==> src/sdp_pkg.sv <==
// Shared constants and types for the serial converter write port
package sdp_pkg;
   localparam int unsigned WORD_BITS     = 16;
   localparam int unsigned CODE_BITS     = 12;
   localparam int unsigned MODE_HI       = 13;
   localparam int unsigned MODE_LO       = 12;
   localparam int unsigned CODE_HI       = 11;
   localparam logic [11:0] CODE_RESET    = 12'h000;
   localparam logic [1:0]  MODE_RESET    = 2'h0;
   localparam logic [15:0] WORD_RESET    = 16'h0000;
   // Link clock is our clock divided by twice this half period count
   localparam int unsigned SCLK_HALF_CYC = 4;
   // Frame select high time between frames is this count plus one cycle
   localparam int unsigned IDLE_CYC      = 4;
   // APB register byte addresses
   localparam logic [7:0]  ADDR_TX       = 8'h00;
   localparam logic [7:0]  ADDR_STATUS   = 8'h04;
   localparam int unsigned STATUS_BUSY   = 0;

   typedef enum logic [1:0] {
      SDP_NORMAL  = 2'b00,
      SDP_PD_5K   = 2'b01,
      SDP_PD_100K = 2'b10,
      SDP_PD_HIZ  = 2'b11
   } sdp_mode_e;
endpackage

==> src/sdp_link_if.sv <==
// Three-wire link between serial master and converter port
`timescale 1ns/10ps
`default_nettype none
interface sdp_link_if;
   logic sclk;
   logic sync_n;
   logic din;
   modport host   (output sclk, output sync_n, output din);
   modport device (input sclk, input sync_n, input din);
endinterface
`default_nettype wire

==> src/sdp_host.sv <==
// Serial master end with an APB command register
`timescale 1ns/10ps
`default_nettype none
module sdp_host
   import sdp_pkg::*;
(
   input  wire logic        clock,
   input  wire logic        resetn,
   input  wire logic        psel,
   input  wire logic        penable,
   input  wire logic        pwrite,
   input  wire logic [7:0]  paddr,
   input  wire logic [31:0] pwdata,
   output logic      [31:0] prdata,
   output logic             pready,
   output logic             pslverr,
   sdp_link_if.host         link
);
   typedef enum logic [3:0] {
      H_IDLE  = 4'b0001,
      H_LOW   = 4'b0010,
      H_HIGH  = 4'b0100,
      H_GAP   = 4'b1000
   } sdp_hst_e;

   typedef struct packed {
      sdp_hst_e    state;
      logic [15:0] sh;
      logic [4:0]  bits;
      logic [7:0]  tmr;
      logic        sclk;
      logic        sync_n;
      logic        din;
      logic [31:0] rdata;
   } sdp_hst_s;

   sdp_hst_s st_r;
   sdp_hst_s st_nxt;
   logic     acc;
   logic     busy;

   assign acc  = psel & penable;
   assign busy = (st_r.state != H_IDLE);

   // Bus answers in the first access cycle, read data from a flop
   // Read data is loaded only in a setup cycle, so it still stands at the ready edge
   always_comb begin
      st_nxt = st_r;
      if (psel && !penable) begin
         st_nxt.rdata = '0;
         if (!pwrite && paddr == ADDR_STATUS)
            st_nxt.rdata[STATUS_BUSY] = busy;
      end
      unique case (st_r.state)
         H_IDLE: begin
            st_nxt.sync_n = 1'b0; // RQ9
            st_nxt.din    = 1'b0;
            st_nxt.sclk   = 1'b0;
            // Write while busy is dropped; software polls status
            if (acc && pwrite && paddr == ADDR_TX) begin
               st_nxt.sh     = pwdata[15:0];
               st_nxt.sync_n = 1'b1; // RQ4
               st_nxt.tmr    = 8'(IDLE_CYC);
               st_nxt.state  = H_GAP;
               st_nxt.bits   = 5'd0;
            end
         end
         H_GAP: begin
            // High then falling edge starts the frame
            if (st_r.tmr != 8'd0) begin
               st_nxt.tmr = st_r.tmr - 8'd1; // RQ8
            end else if (st_r.sync_n) begin
               st_nxt.sync_n = 1'b0; // RQ4
               st_nxt.tmr    = 8'(SCLK_HALF_CYC);
            end else if (st_r.bits == 5'(WORD_BITS)) begin
               st_nxt.state = H_IDLE;
            end else begin
               st_nxt.sclk  = 1'b1; // RQ14
               st_nxt.din   = st_r.sh[15]; // RQ12
               st_nxt.sh    = {st_r.sh[14:0], 1'b0};
               st_nxt.tmr   = 8'(SCLK_HALF_CYC - 1);
               st_nxt.state = H_HIGH;
            end
         end
         H_HIGH: begin
            if (st_r.tmr != 8'd0) begin
               st_nxt.tmr = st_r.tmr - 8'd1;
            end else begin
               st_nxt.sclk  = 1'b0; // RQ5
               st_nxt.bits  = st_r.bits + 5'd1;
               st_nxt.tmr   = 8'(SCLK_HALF_CYC - 1);
               st_nxt.state = H_LOW;
            end
         end
         H_LOW: begin
            if (st_r.tmr != 8'd0) begin
               st_nxt.tmr = st_r.tmr - 8'd1;
            end else if (st_r.bits == 5'(WORD_BITS)) begin
               st_nxt.din    = 1'b0;
               st_nxt.sync_n = 1'b1; // RQ7
               st_nxt.tmr    = 8'(IDLE_CYC);
               st_nxt.state  = H_GAP;
            end else begin
               st_nxt.sclk  = 1'b1;
               st_nxt.din   = st_r.sh[15];
               st_nxt.sh    = {st_r.sh[14:0], 1'b0};
               st_nxt.tmr   = 8'(SCLK_HALF_CYC - 1);
               st_nxt.state = H_HIGH;
            end
         end
      endcase
   end

   // State register
   always_ff @(posedge clock or negedge resetn) begin
      if (!resetn) begin
         st_r       <= '0;
         st_r.state <= H_IDLE;
      end else begin
         st_r <= st_nxt;
      end
   end

   assign prdata      = st_r.rdata;
   assign pready      = 1'b1;
   assign pslverr     = 1'b0;
   assign link.sclk   = st_r.sclk;
   assign link.sync_n = st_r.sync_n;
   assign link.din    = st_r.din;
endmodule // sdp_host
`default_nettype wire

==> src/flat_wrapper.sv <==
// flat-port wrapper written by rule: the top's interface ports become plain ports
module sdp_host_flat import sdp_pkg::*;
  (clock, resetn, psel, penable, pwrite, paddr, pwdata, prdata, pready, pslverr, link_sclk, link_sync_n, link_din);
  sdp_link_if link_i ();
  input  wire logic clock;
  input  wire logic resetn;
  input  wire logic psel;
  input  wire logic penable;
  input  wire logic pwrite;
  input  wire logic [7:0] paddr;
  input  wire logic [31:0] pwdata;
  output logic      [31:0] prdata;
  output logic pready;
  output logic pslverr;
  output wire logic [$bits(link_i.sclk)-1:0] link_sclk;
  output wire logic [$bits(link_i.sync_n)-1:0] link_sync_n;
  output wire logic [$bits(link_i.din)-1:0] link_din;
  assign link_sclk = link_i.sclk;
  assign link_sync_n = link_i.sync_n;
  assign link_din = link_i.din;
  sdp_host u_core (.clock(clock), .resetn(resetn), .psel(psel), .penable(penable), .pwrite(pwrite), .paddr(paddr), .pwdata(pwdata), .prdata(prdata), .pready(pready), .pslverr(pslverr), .link(link_i));
endmodule
==> config.mk <==
export PLATFORM = sky130hd
export DESIGN_NAME = sdp_host_flat
export DESIGN_NICKNAME = d
export VERILOG_FILES = /design/src/sdp_pkg.sv /design/src/sdp_link_if.sv /design/src/sdp_host.sv /design/src/flat_wrapper.sv
export SDC_FILE = /design/constraint.sdc
export NUM_CORES = 1
export LEC_CHECK = 0
export BUFFER_PORTS_ARGS = -buffer_cell sky130_fd_sc_hd__buf_2
export CORE_MARGIN = 1.5
export CORE_UTILIZATION = 40
export DETAILED_ROUTE_END_ITERATION = 12
export PLACE_DENSITY_LB_ADDON = 0.12
export SLEW_MARGIN = 30
export SYNTH_ARGS = -nofsm -noshare
export SYNTH_HDL_FRONTEND = slang
export SYNTH_SLANG_ARGS = --single-unit
==> constraint.sdc <==
create_clock -name clock -period 3.1 [get_ports clock]
set_clock_uncertainty 0.05 [all_clocks]
set_input_delay 0.465 -clock clock [delete_from_list [all_inputs] [get_ports clock]]
set_output_delay 0.465 -clock clock [all_outputs]
set_load 0.03 [all_outputs]
# Word-level counts from Yosys, hierarchy flattened
# Cells that the tools add are included.
[word_totals]
regBits = 37
latch_bits = 0
ramBits = 0
rom_bits = 0
in_bits = 45
memories = 0
[classes]
add_sub_neg = 2
multipliers = 0
div_mod_pow = 0
order_cmp = 0
n_eq_ne = 16
n_shift = 0
n_mux = 31
bitwise = 1
reduce_logical = 17
[op_table]
columns = ["operator", "n"]
rows = [
  ["2-to-1 mux 20 bit", 3],
  ["case mux 16 bit (3 select lines)", 1],
  ["case mux 9 bit (4 select lines)", 1],
  ["2-to-1 mux 33 bit", 1],
  ["2-to-1 mux 8 bit", 4],
  ["2-to-1 mux 16 bit", 1],
  ["case mux 4 bit (4 select lines)", 1],
  ["AND reduction 5 bit", 3],
  ["2-to-1 mux 3 bit", 4],
  ["!= test 2 bit (second input constant)", 6],
  ["case mux 5 bit (2 select lines)", 1],
  ["2-to-1 mux 1 bit", 9],
  ["2-to-1 mux 9 bit", 1],
  ["equality test 8 x 3 -> 1 bit (second input constant)", 1],
  ["zero test 8 bit", 1],
  ["2-to-1 mux 4 bit", 2],
  ["nonzero test 8 bit", 1],
  ["subtractor 8 x 1 -> 8 bit (second input constant)", 1],
  ["case mux 2 bit (3 select lines)", 1],
  ["AND reduction 6 bit", 1],
  ["adder 5 x 1 -> 5 bit (second input constant)", 1],
  ["equality test 5 bit (second input constant)", 1],
  ["2-to-1 mux 5 bit", 1],
  ["equality test 4 x 1 -> 1 bit (second input constant)", 1],
  ["14 further kinds", 19],
]

# Depth between registers and ports, before layout
# Gate-level depths: netlist (run 1).
[logic_depth]
depth_word = 5
depth_mapped = 8
depth_no_buf = 7

# Worst setup path before layout (run 1)
# No wires, ideal clock.
[synth_timing]
kind = "register to register"
start = "register u_core.st_r[35] (netlist bit)"
end = "register u_core.st_r[55] (netlist bit)"
setup_ns = 0.125
arrival_time_ns = 2.424
path_slack_ns = 0.501
path_stages_with_launch = 9
n_path_buf = 1
cell_sequence = "dfrtp_1 > inv_1 > ha_1 > nor3b_1 > nand3b_4 > a22o_1 > nor3_4 > buf_12 > mux2_4"
[synth_via]
elab_chain_len = 3
word_cells_on_any_way = 4
cone_classes = "eq/ne (2); reduce/logical (2)"
[synth_rtl]
columns = ["item", "line", "text"]
rows = [
  ["start: declaration", "sdp_host.sv:37", "sdp_hst_s st_r;"],
  ["start signal: assignment", "sdp_host.sv:120", "st_r <= st_nxt;"],
  ["nonzero test 8 bit (*)", "sdp_host.sv:70, sdp_host.sv:96", ""],
  ["!= test 2 bit (no source line)", "n/a", ""],
  ["AND reduction 5 bit (no source line) (*)", "n/a", ""],
]
# Mark *: on every way between the ends. The rest lies on a longest branch, timed or not.
# A chain may end at the register's enable or synchronous reset.

# Final worst setup path (run 1)
[layout_timing]
start = "register u_core.st_r[65] (netlist bit)"
end = "register u_core.st_r[52] (netlist bit)"
[layout_via]
elab_chain_len = 3
word_cells_on_any_way = 10
cone_classes = "eq/ne (7); mux (1); reduce/logical (2)"
[layout_rtl]
columns = ["item", "line", "text"]
rows = [
  ["equality test 4 x 2 -> 1 bit, or another cell as far along", "sdp_host.sv:54", "unique case (st_r.state)"],
  ["!= test 2 bit (no source line), or another cell as far along", "n/a", ""],
  ["AND reduction 5 bit (no source line)", "n/a", ""],
]
# Parallel ways exist; a longest one is shown, timed or not.

==> results.tsv, run 1 <==
metric	value	unit
cts_buffers	5	
ys_seq_area_share	36.6	%
clk_path_buf_depth	2	
synthTopCellsByArea	dfrtp_1, buf_4, mux2_2, mux2_4, xor2_1	
worst_slew_pin_slew	536	ps
coreArea	0.00603	sq mm
pwr_density_cell	343	mW/mm^2
grt_pass1_wl	8.20	mm
synth_edf_count	0	
cap_violations	0	
leakage	1.25	nW
crit_arrival	2720	ps
r2r_end	u_core.st_r[52]	
timing.rr.start	u_core.st_r[65]	
async_flop_share	100	%
cts-root-buf	clkbuf_8	
end_kind	register	
viasPerCell	5.04	
dieHeight	82.6	um
chipWidth	82.6	um
period_minus_slack	2590	ps
postCtsSetupBuffers	0	
outcome	finished clean	
firstDrtPassIters	4	
slowest_stage	or4b_4	
synth_largest_area_cell	dfrtp_1	
period_share	83.4	%
routedWlPerCell	13.9	um
clk_latency	290	ps
via_count	1796	
area_growth	6.67	%
ios	82	
dp_hpwl	3.43	mm
critPathRequiredTime	3230	ps
rsz0062_at_grt	false	
crit_buf_inv	1	
max_stage_delay	570	ps
regToRegSetupSlack	510	ps
yosysWarnings	0	
ys_seq_elements	37	
crit_chain	or4b_4, nand3b_4, a22o_1, nor3_4, buf_4, mux2_2	
reg2reg_depth	6	
layout_common_cells	dfrtp_1, conb_1, buf_2	
wirelength	4.96	mm
path_class	reg2reg	
syn_area	0.00253	sq mm
cp_top_family	simple AND/OR/NAND/NOR gates	
start_util	42.0	%
post-route-drc-count	0	
slew_headroom	64.1	%
total_power	0.926	mW
setup_viol	0	
num_rows	28	
postSynthCellCount	245	
ctsResizeCount	0	
overflow	0	
final_nets	329	
syn_area_per_cell	10.3	sq um
critPathLaunchType	register	
diodes	0	
grt_pass1_vias	1749	
die-area	0.00681	sq mm
fmax	387	MHz
io_buffer_count	32	
cts.sinks	37	
h-tree-depth	2	
holdBufCountCts	0	
yosysTopAreaCellShare	35.6	%
hp-class	in2async	
drive_above_1_share	31.3	%
irDropWorstVdd	0.000213	V
tns	0	ps
drt_iter0_drc	75	
gp_congestion	0.761	
final_common_cell	dfrtp_1	
yosys.cell_types.count	56	
clk_pin_slew	80	ps
hold_viol	0	
drv_slew	0	
antenna_found_initial	0	
ant_nets	0	
ys.flop_type	dfrtp_1	
grt_start_max_net_pins	38	
gr-usage-all-layers	16.1	%
cp_max_fo	16	
cts_tree	done	
## flip-flops by register name, indices dropped and copies added, names as in the netlist
name,count
u_core.st_r,33
u_core.link.din,1
u_core.link.sclk,1
u_core.link.sync_n,1
u_core.prdata,1
## worst max-delay path by stage
stage                          startpoint               to  slack [ps]  cells after the start
after floorplan           u_core.st_r[35]  u_core.st_r[55]         500                      8
after global placement           paddr[5]  u_core.st_r[51]         500                      6
after detailed placement         paddr[5]  u_core.st_r[49]         490                      6
after CTS                 u_core.st_r[65]  u_core.st_r[49]         510                      6
after global routing      u_core.st_r[65]  u_core.st_r[49]         400                      6
final                     u_core.st_r[65]  u_core.st_r[52]         510                      6
## power breakdown
part / switching, mW / internal (mW)
clock network: 0.180 / 0.182
logic: 0.0681 / 0.0142
registers: 0.0000134 / 0.482
## cell families (layout without fill, tap and decap cells)
family                   Yosys count  in the layout  synth area share, %
AO/OA/AOI/OAI                     40             40                 10.6
XOR/XNOR                           9              9                 3.11
adder cells (fa/ha/maj)            4              4                 1.98
buffers and inverters             50             55                 15.2
flip-flops                        37             37                 36.6
multiplexers                      30             30                 14.6
other                              2             33                0.297
AND/OR/NAND/NOR                   73             73                 17.6
## synth_stat cells (all sizes together) (5+ instances only)
master / number
dfrtp: 36
buf: 41
nand2: 13
nor3: 6
mux2: 29
nand4: 5
o21ai: 9
xor2: 7
nor2: 15
inv: 6
a21oi: 9
## worst reg2reg max path, cell delays in order, from the launching register on
cell      delay, ps
dfrtp_1         530
or4b_4          570
nand3b_4        180
a22o_1          290
nor3_4          180
buf_4           290
mux2_2          370
## per-stage QoR
| step | area, sq um | setup slack (ps) | hold WS, ps | util [%] | instances |
|---|---|---|---|---|---|
| after floorplan | 2650 | 501 | 119 | - | 276 |
| after global placement | 2610 | 503 | 418 | 43.3 | 348 |
| after detailed placement | 2610 | 491 | 423 | 43.3 | 348 |
| after CTS | 2700 | 509 | 265 | 44.8 | 356 |
| after global routing | 2700 | 403 | 114 | 44.8 | 356 |
| final | 2700 | 515 | 85.3 | 44.8 | 356 |
## final cells by class
class / instances / area [sq um]
sequential: 37 / 927
multi-input combinational: 189 / 1340
clock buffer: 8 / 90.1
fill: 587 / 3330
inverter: 6 / 22.5
tap: 75 / 93.8
timing repair buffer: 41 / 230
## layer usage
metal	global-route usage, %	wire [um]
met5	0	0
met4	4.67	53
met3	4.62	240
met2	27.8	2370
met1	19.5	2290
Note: power is estimated with default switching activity, not from simulation.
==> run 2, diff against run 1 <==
Clock period 3.1 ns to 2.1 ns, I/O delays scaled along.
==> run 2 against run 1 <==
The flow now finishes with violations (setup timing). Wire length is 7.3% higher. Via count is 8.9% higher. Combinational power increased by 51%. Largest power group unchanged. Final area up 16%. Sequential share of layout area decreased by 4.9 points. Critical path type unchanged. Clock power is 75% higher. Utilization up 7.4 points.
==> results.tsv, run 2 (synthesized netlist as in run 1, its figures left out) <==
metric	value	unit
gr-usage-all-layers	17.6	%
diodes	0	
leakage	1.51	nW
regToRegSetupSlack	-140	ps
clk_latency	290	ps
drt_iter0_drc	88	
h-tree-depth	2	
crit_arrival	2370	ps
nFillCells	567	
overflow	0	
ios	82	
placed_area	0.00295	sq mm
critPathRequiredTime	2230	ps
rsz0062_at_grt	true	
cp_top_family	simple AND/OR/NAND/NOR gates	
routedWlPerCell	13.3	um
dieHeight	82.6	um
r2r_end	u_core.st_r[50]	
pwr_density_cell	467	mW/mm^2
hold_viol	0	
critPathLaunchType	register	
violations	setup timing	
crit_chain	or4b_4, nand3b_4, a22o_4, nor3_4, buf_6, mux2_4	
grt_start_max_net_pins	38	
path_class	reg2reg	
area_growth	24.3	%
viasPerCell	4.90	
antenna_found_initial	0	
regArea	927	sq um
chipWidth	82.6	um
max_stage_delay	540	ps
cp_max_fo	8	
gp_congestion	0.813	
period_share	107	%
cts.sinks	37	
firstDrtPassIters	4	
grt_pass1_wl	8.85	mm
reg2reg_depth	6	
fmax	447	MHz
start_util	42.0	%
irDropWorstVdd	0.000355	V
via_count	1955	
dp_cells	388	
post-route-drc-count	0	
ant_nets	0	
final_common_cell	buf_4	
fin_cells	399	
coreArea	0.00603	sq mm
grt_pass1_vias	1842	
top_register	u_core.st_r	
outcome	finished with violations	
cap_violations	0	
end_kind	register	
crit_buf_inv	1	
cts_buffers	5	
largest_reg_flops	33	
hp-class	in2async	
final_nets	372	
clk_pin_slew	80	ps
period_minus_slack	2240	ps
fin_ws	-139	ps
dp_hpwl	3.86	mm
die-area	0.00681	sq mm
slowest_stage	or4b_4	
io_buffer_count	32	
timing.rr.start	u_core.st_r[64]	
multi_input_area	0.00142	sq mm
final_cell_area	0.00315	sq mm
setup_viol	16	
cts_tree	done	
num_rows	28	
drive_above_1_share	44.1	%
cts-root-buf	clkbuf_8	
layout_common_cells	buf_4, dfrtp_1, conb_1	
drv_slew	0	
clk_path_buf_depth	2	
total_power	1.47	mW
wirelength	5.32	mm
## run 2: timing repair
| action | 4_1_cts | 5_1_grt |
|---|---|---|
| cloned | 1 | 0 |
| gates resized for setup | 5 | 14 |
| hold endpoints to repair | 0 | 0 |
| pin swaps | 3 | 3 |
| setup endpoints to repair | 15 | 20 |
| setup buffers | 4 | 0 |
| hold buffers | 0 | 0 |
## run 2: cell type report
type                            count  area share, %
Clock buffer                        6           2.31
Clock inverter                      2           1.23
Inverter                            6          0.716
Multi-Input combinational cell    189           45.0
Sequential cell                    37           29.5
Tap cell                           75           2.98
Timing Repair Buffer               84           18.3
## run 2: worst max-delay path by stage
| stage | startpoint | to | slack [ps] | cells after the start |
|---|---|---|---|---|
| finish | u_core.st_r[64] | u_core.st_r[50] | -140 | 6 |
| global route | u_core.st_r[66] | u_core.st_r[63] | -210 | 6 |
| CTS | u_core.st_r[66] | u_core.st_r[58] | -140 | 7 |
| detailed placement | paddr[5] | u_core.st_r[54] | -160 | 6 |
| global placement | u_core.st_r[64] | u_core.st_r[52] | -150 | 6 |
| floorplan | u_core.st_r[64] | u_core.st_r[55] | -410 | 8 |
## run 2: power breakdown
group	total, mW	internal (mW)	switching, mW
combinational	0.124	0.0237	0.100
clock	0.633	0.357	0.276
sequential	0.712	0.712	0.0000199
total	1.47	1.09	0.376
## run 2: metal layers
layer	vias up	routed length (um)	global-route usage, %
met5	-	0	0
met4	0	85	6.17
met3	6	301	4.18
met2	55	2470	28.0
met1	927	2470	23.4
li1	967	-	-
## run 2: stage by stage
step / worst slack [ps] / hold slack [ps] / utilization (%) / TNS [ps]
5_1_grt: -205 / 52.3 / 52.2 / -3120
4_1_cts: -141 / 24.1 / 52.1 / -2130
6_report: -139 / 12.3 / 52.2 / -2070
3_5_place_dp: -162 / 342 / 49.0 / -2600
2_1_floorplan: -406 / -30.6 / - / -5740
3_3_place_gp: -147 / 346 / 49.0 / -2210
==> run 3, diff against run 2 <==
Clock period 2.1 ns to 2.2 ns, I/O delays scaled along.
==> run 3 against run 2 <==
The run still ends with setup timing left. Fmax fell by 0.17%. Worst hold slack improved by 210 ps. Via count shrank 3.3%. Flip-flop and latch count unchanged. Worst setup slack better by 96 ps. Sequential share of layout area increased by 1.5 points. Sequential power decreased by 4.5%. Count of clock-buffer cells in the layout did not move. Final cell count down 3.0%. Register-to-register slack gained 96 ps. Combinational power fell by 4%. Critical endpoint is now u_core.st_r[56]. Largest cell class unchanged. Highest routed layer unchanged.
==> results.tsv, run 3 (synthesized netlist as in run 1, its figures left out) <==
metric	value	unit
cp_top_family	simple AND/OR/NAND/NOR gates	
drv_slew	0	
viasPerCell	4.88	
ant_nets	0	
irDropWorstVdd	0.000223	V
slowest_stage	or4b_4	
hp-class	in2reg	
leakage	1.43	nW
dp_hpwl	3.98	mm
final_core_util	49.7	%
diodes	0	
firstDrtPassIters	4	
timing.rr.start	u_core.st_r[66]	
drive_above_1_share	40.4	%
worst_slew_pin_slew	519	ps
busiest_layer	met2	
crit_arrival	2370	ps
start_util	42.0	%
fmax	446	MHz
r2r_end	u_core.st_r[56]	
antenna_found_initial	0	
max_stage_delay	550	ps
post-route-drc-count	0	
layout_common_cells	buf_4, dfrtp_1, conb_1	
coreArea	0.00603	sq mm
clk_pin_slew	80	ps
fin_ws	-43.1	ps
cap_violations	0	
ios	82	
cts-root-buf	clkbuf_8	
critPathLaunchType	register	
routedWlPerCell	13.6	um
grt_start_max_net_pins	22	
gp_congestion	0.869	
startpoint	u_core.st_r[66]	
final_nets	360	
drt_iter0_drc	78	
grt_pass1_vias	1870	
clk_latency	290	ps
clk_path_buf_depth	2	
dieHeight	82.6	um
hold_viol	0	
cts_buffers	5	
violations	setup timing	
grt_use_met1	21.7	%
grt_pass1_wl	8.85	mm
crit_chain	or4b_4, nand3b_4, a22o_4, nor3_4, buf_6, mux2_4	
largest_reg_flops	33	
via_count	1890	
end_kind	register	
pwr_density_cell	420	mW/mm^2
regToRegSetupSlack	-40	ps
io_buffer_count	32	
grt_use_met2	29.2	%
cts_tree	done	
path_class	reg2reg	
cp_max_fo	8	
wirelength	5.26	mm
critPathRequiredTime	2320	ps
rsz0062_at_grt	true	
cts.sinks	37	
dp_cells	376	
min_to	u_core.st_r[48]	
num_rows	28	
die-area	0.00681	sq mm
setup_viol	15	
top_register	u_core.st_r	
period_share	102	%
period_minus_slack	2240	ps
chipWidth	82.6	um
min_delay_path_depth	3	
use_met3	4.40	%
overflow	0	
h-tree-depth	2	
slew_headroom	65.2	%
gr-usage-all-layers	17.2	%
worstHoldStart	pwdata[0]	
fin_cells	387	
crit_buf_inv	1	
area_growth	18.4	%
outcome	finished with violations	
reg2reg_depth	6	
run 3: cell types whose count changed in the layout (fill, tap and decap cells not counted), sizes merged:
| cell | previous run | this run |
|---|---|---|
| buf | 84 | 71 |
| dlygate4sd3 | 0 | 1 |
| bufinv | 1 | 0 |
| clkinv | 1 | 2 |
run 3: through the flow:
| stage | setup WS (ps) | area [sq um] | hold slack (ps) | TNS [ps] | power [mW] |
|---|---|---|---|---|---|
| 3_3_place_gp | -80.1 | 2840 | 178 | -1300 | 0.811 |
| 2_1_floorplan | -306 | 2660 | -15.6 | -4060 | 0.816 |
| 6_report | -43.1 | 3000 | 227 | -610 | 1.26 |
| 4_1_cts | -52.0 | 3030 | 218 | -686 | 1.29 |
| 5_1_grt | -118 | 3000 | 243 | -1750 | 1.33 |
| 3_5_place_dp | -83.3 | 2840 | 184 | -1150 | 0.812 |
run 3: layout make-up:
class / count / area (sq um)
repair buffers: 72 / 474
flip-flops and latches: 37 / 927
well taps: 75 / 93.8
multi-input cells: 189 / 1400
inverters: 6 / 22.5
clock buffers: 6 / 72.6
clock inverters: 2 / 10.0
fillers: 628 / 3030
run 3: worst register-to-register path, stage by stage, from the launching register on:
cell,delay [ps]
dfrtp_1,390
or4b_4,550
nand3b_4,170
a22o_4,260
nor3_4,200
buf_6,190
mux2_4,310
run 3: worst max-delay path by stage:
stage / end / slack (ps) / depth (start not counted)
4_1_cts: u_core.st_r[55] / -50 / 7
2_1_floorplan: u_core.st_r[55] / -310 / 8
6_report: u_core.st_r[56] / -40 / 6
3_5_place_dp: u_core.st_r[49] / -80 / 6
3_3_place_gp: u_core.st_r[52] / -80 / 6
5_1_grt: u_core.st_r[54] / -120 / 6
run 3: power by group:
part           internal, mW  total [mW]  switching (mW)
Combinational        0.0235       0.119          0.0959
Clock                 0.220       0.460           0.240
Sequential            0.680       0.680       0.0000226
run 3: per-layer routing:
layer / wire length, um / part of all wire (%) / up-vias
met1: 2420 / 46 / 898
met3: 263 / 5.0 / 5
met4: 42 / 0.80 / 0
li1: - / - / 939
met5: 0 / 0 / -
met2: 2530 / 48 / 48
run 3: timing repair:
action	CTS	global route
cloned	1	0
setup buffers	3	0
hold buffers	1	0
gates resized for setup	11	4
pin swaps	3	3
hold endpoints to repair	11	0
endpoints found under the setup margin	15	24
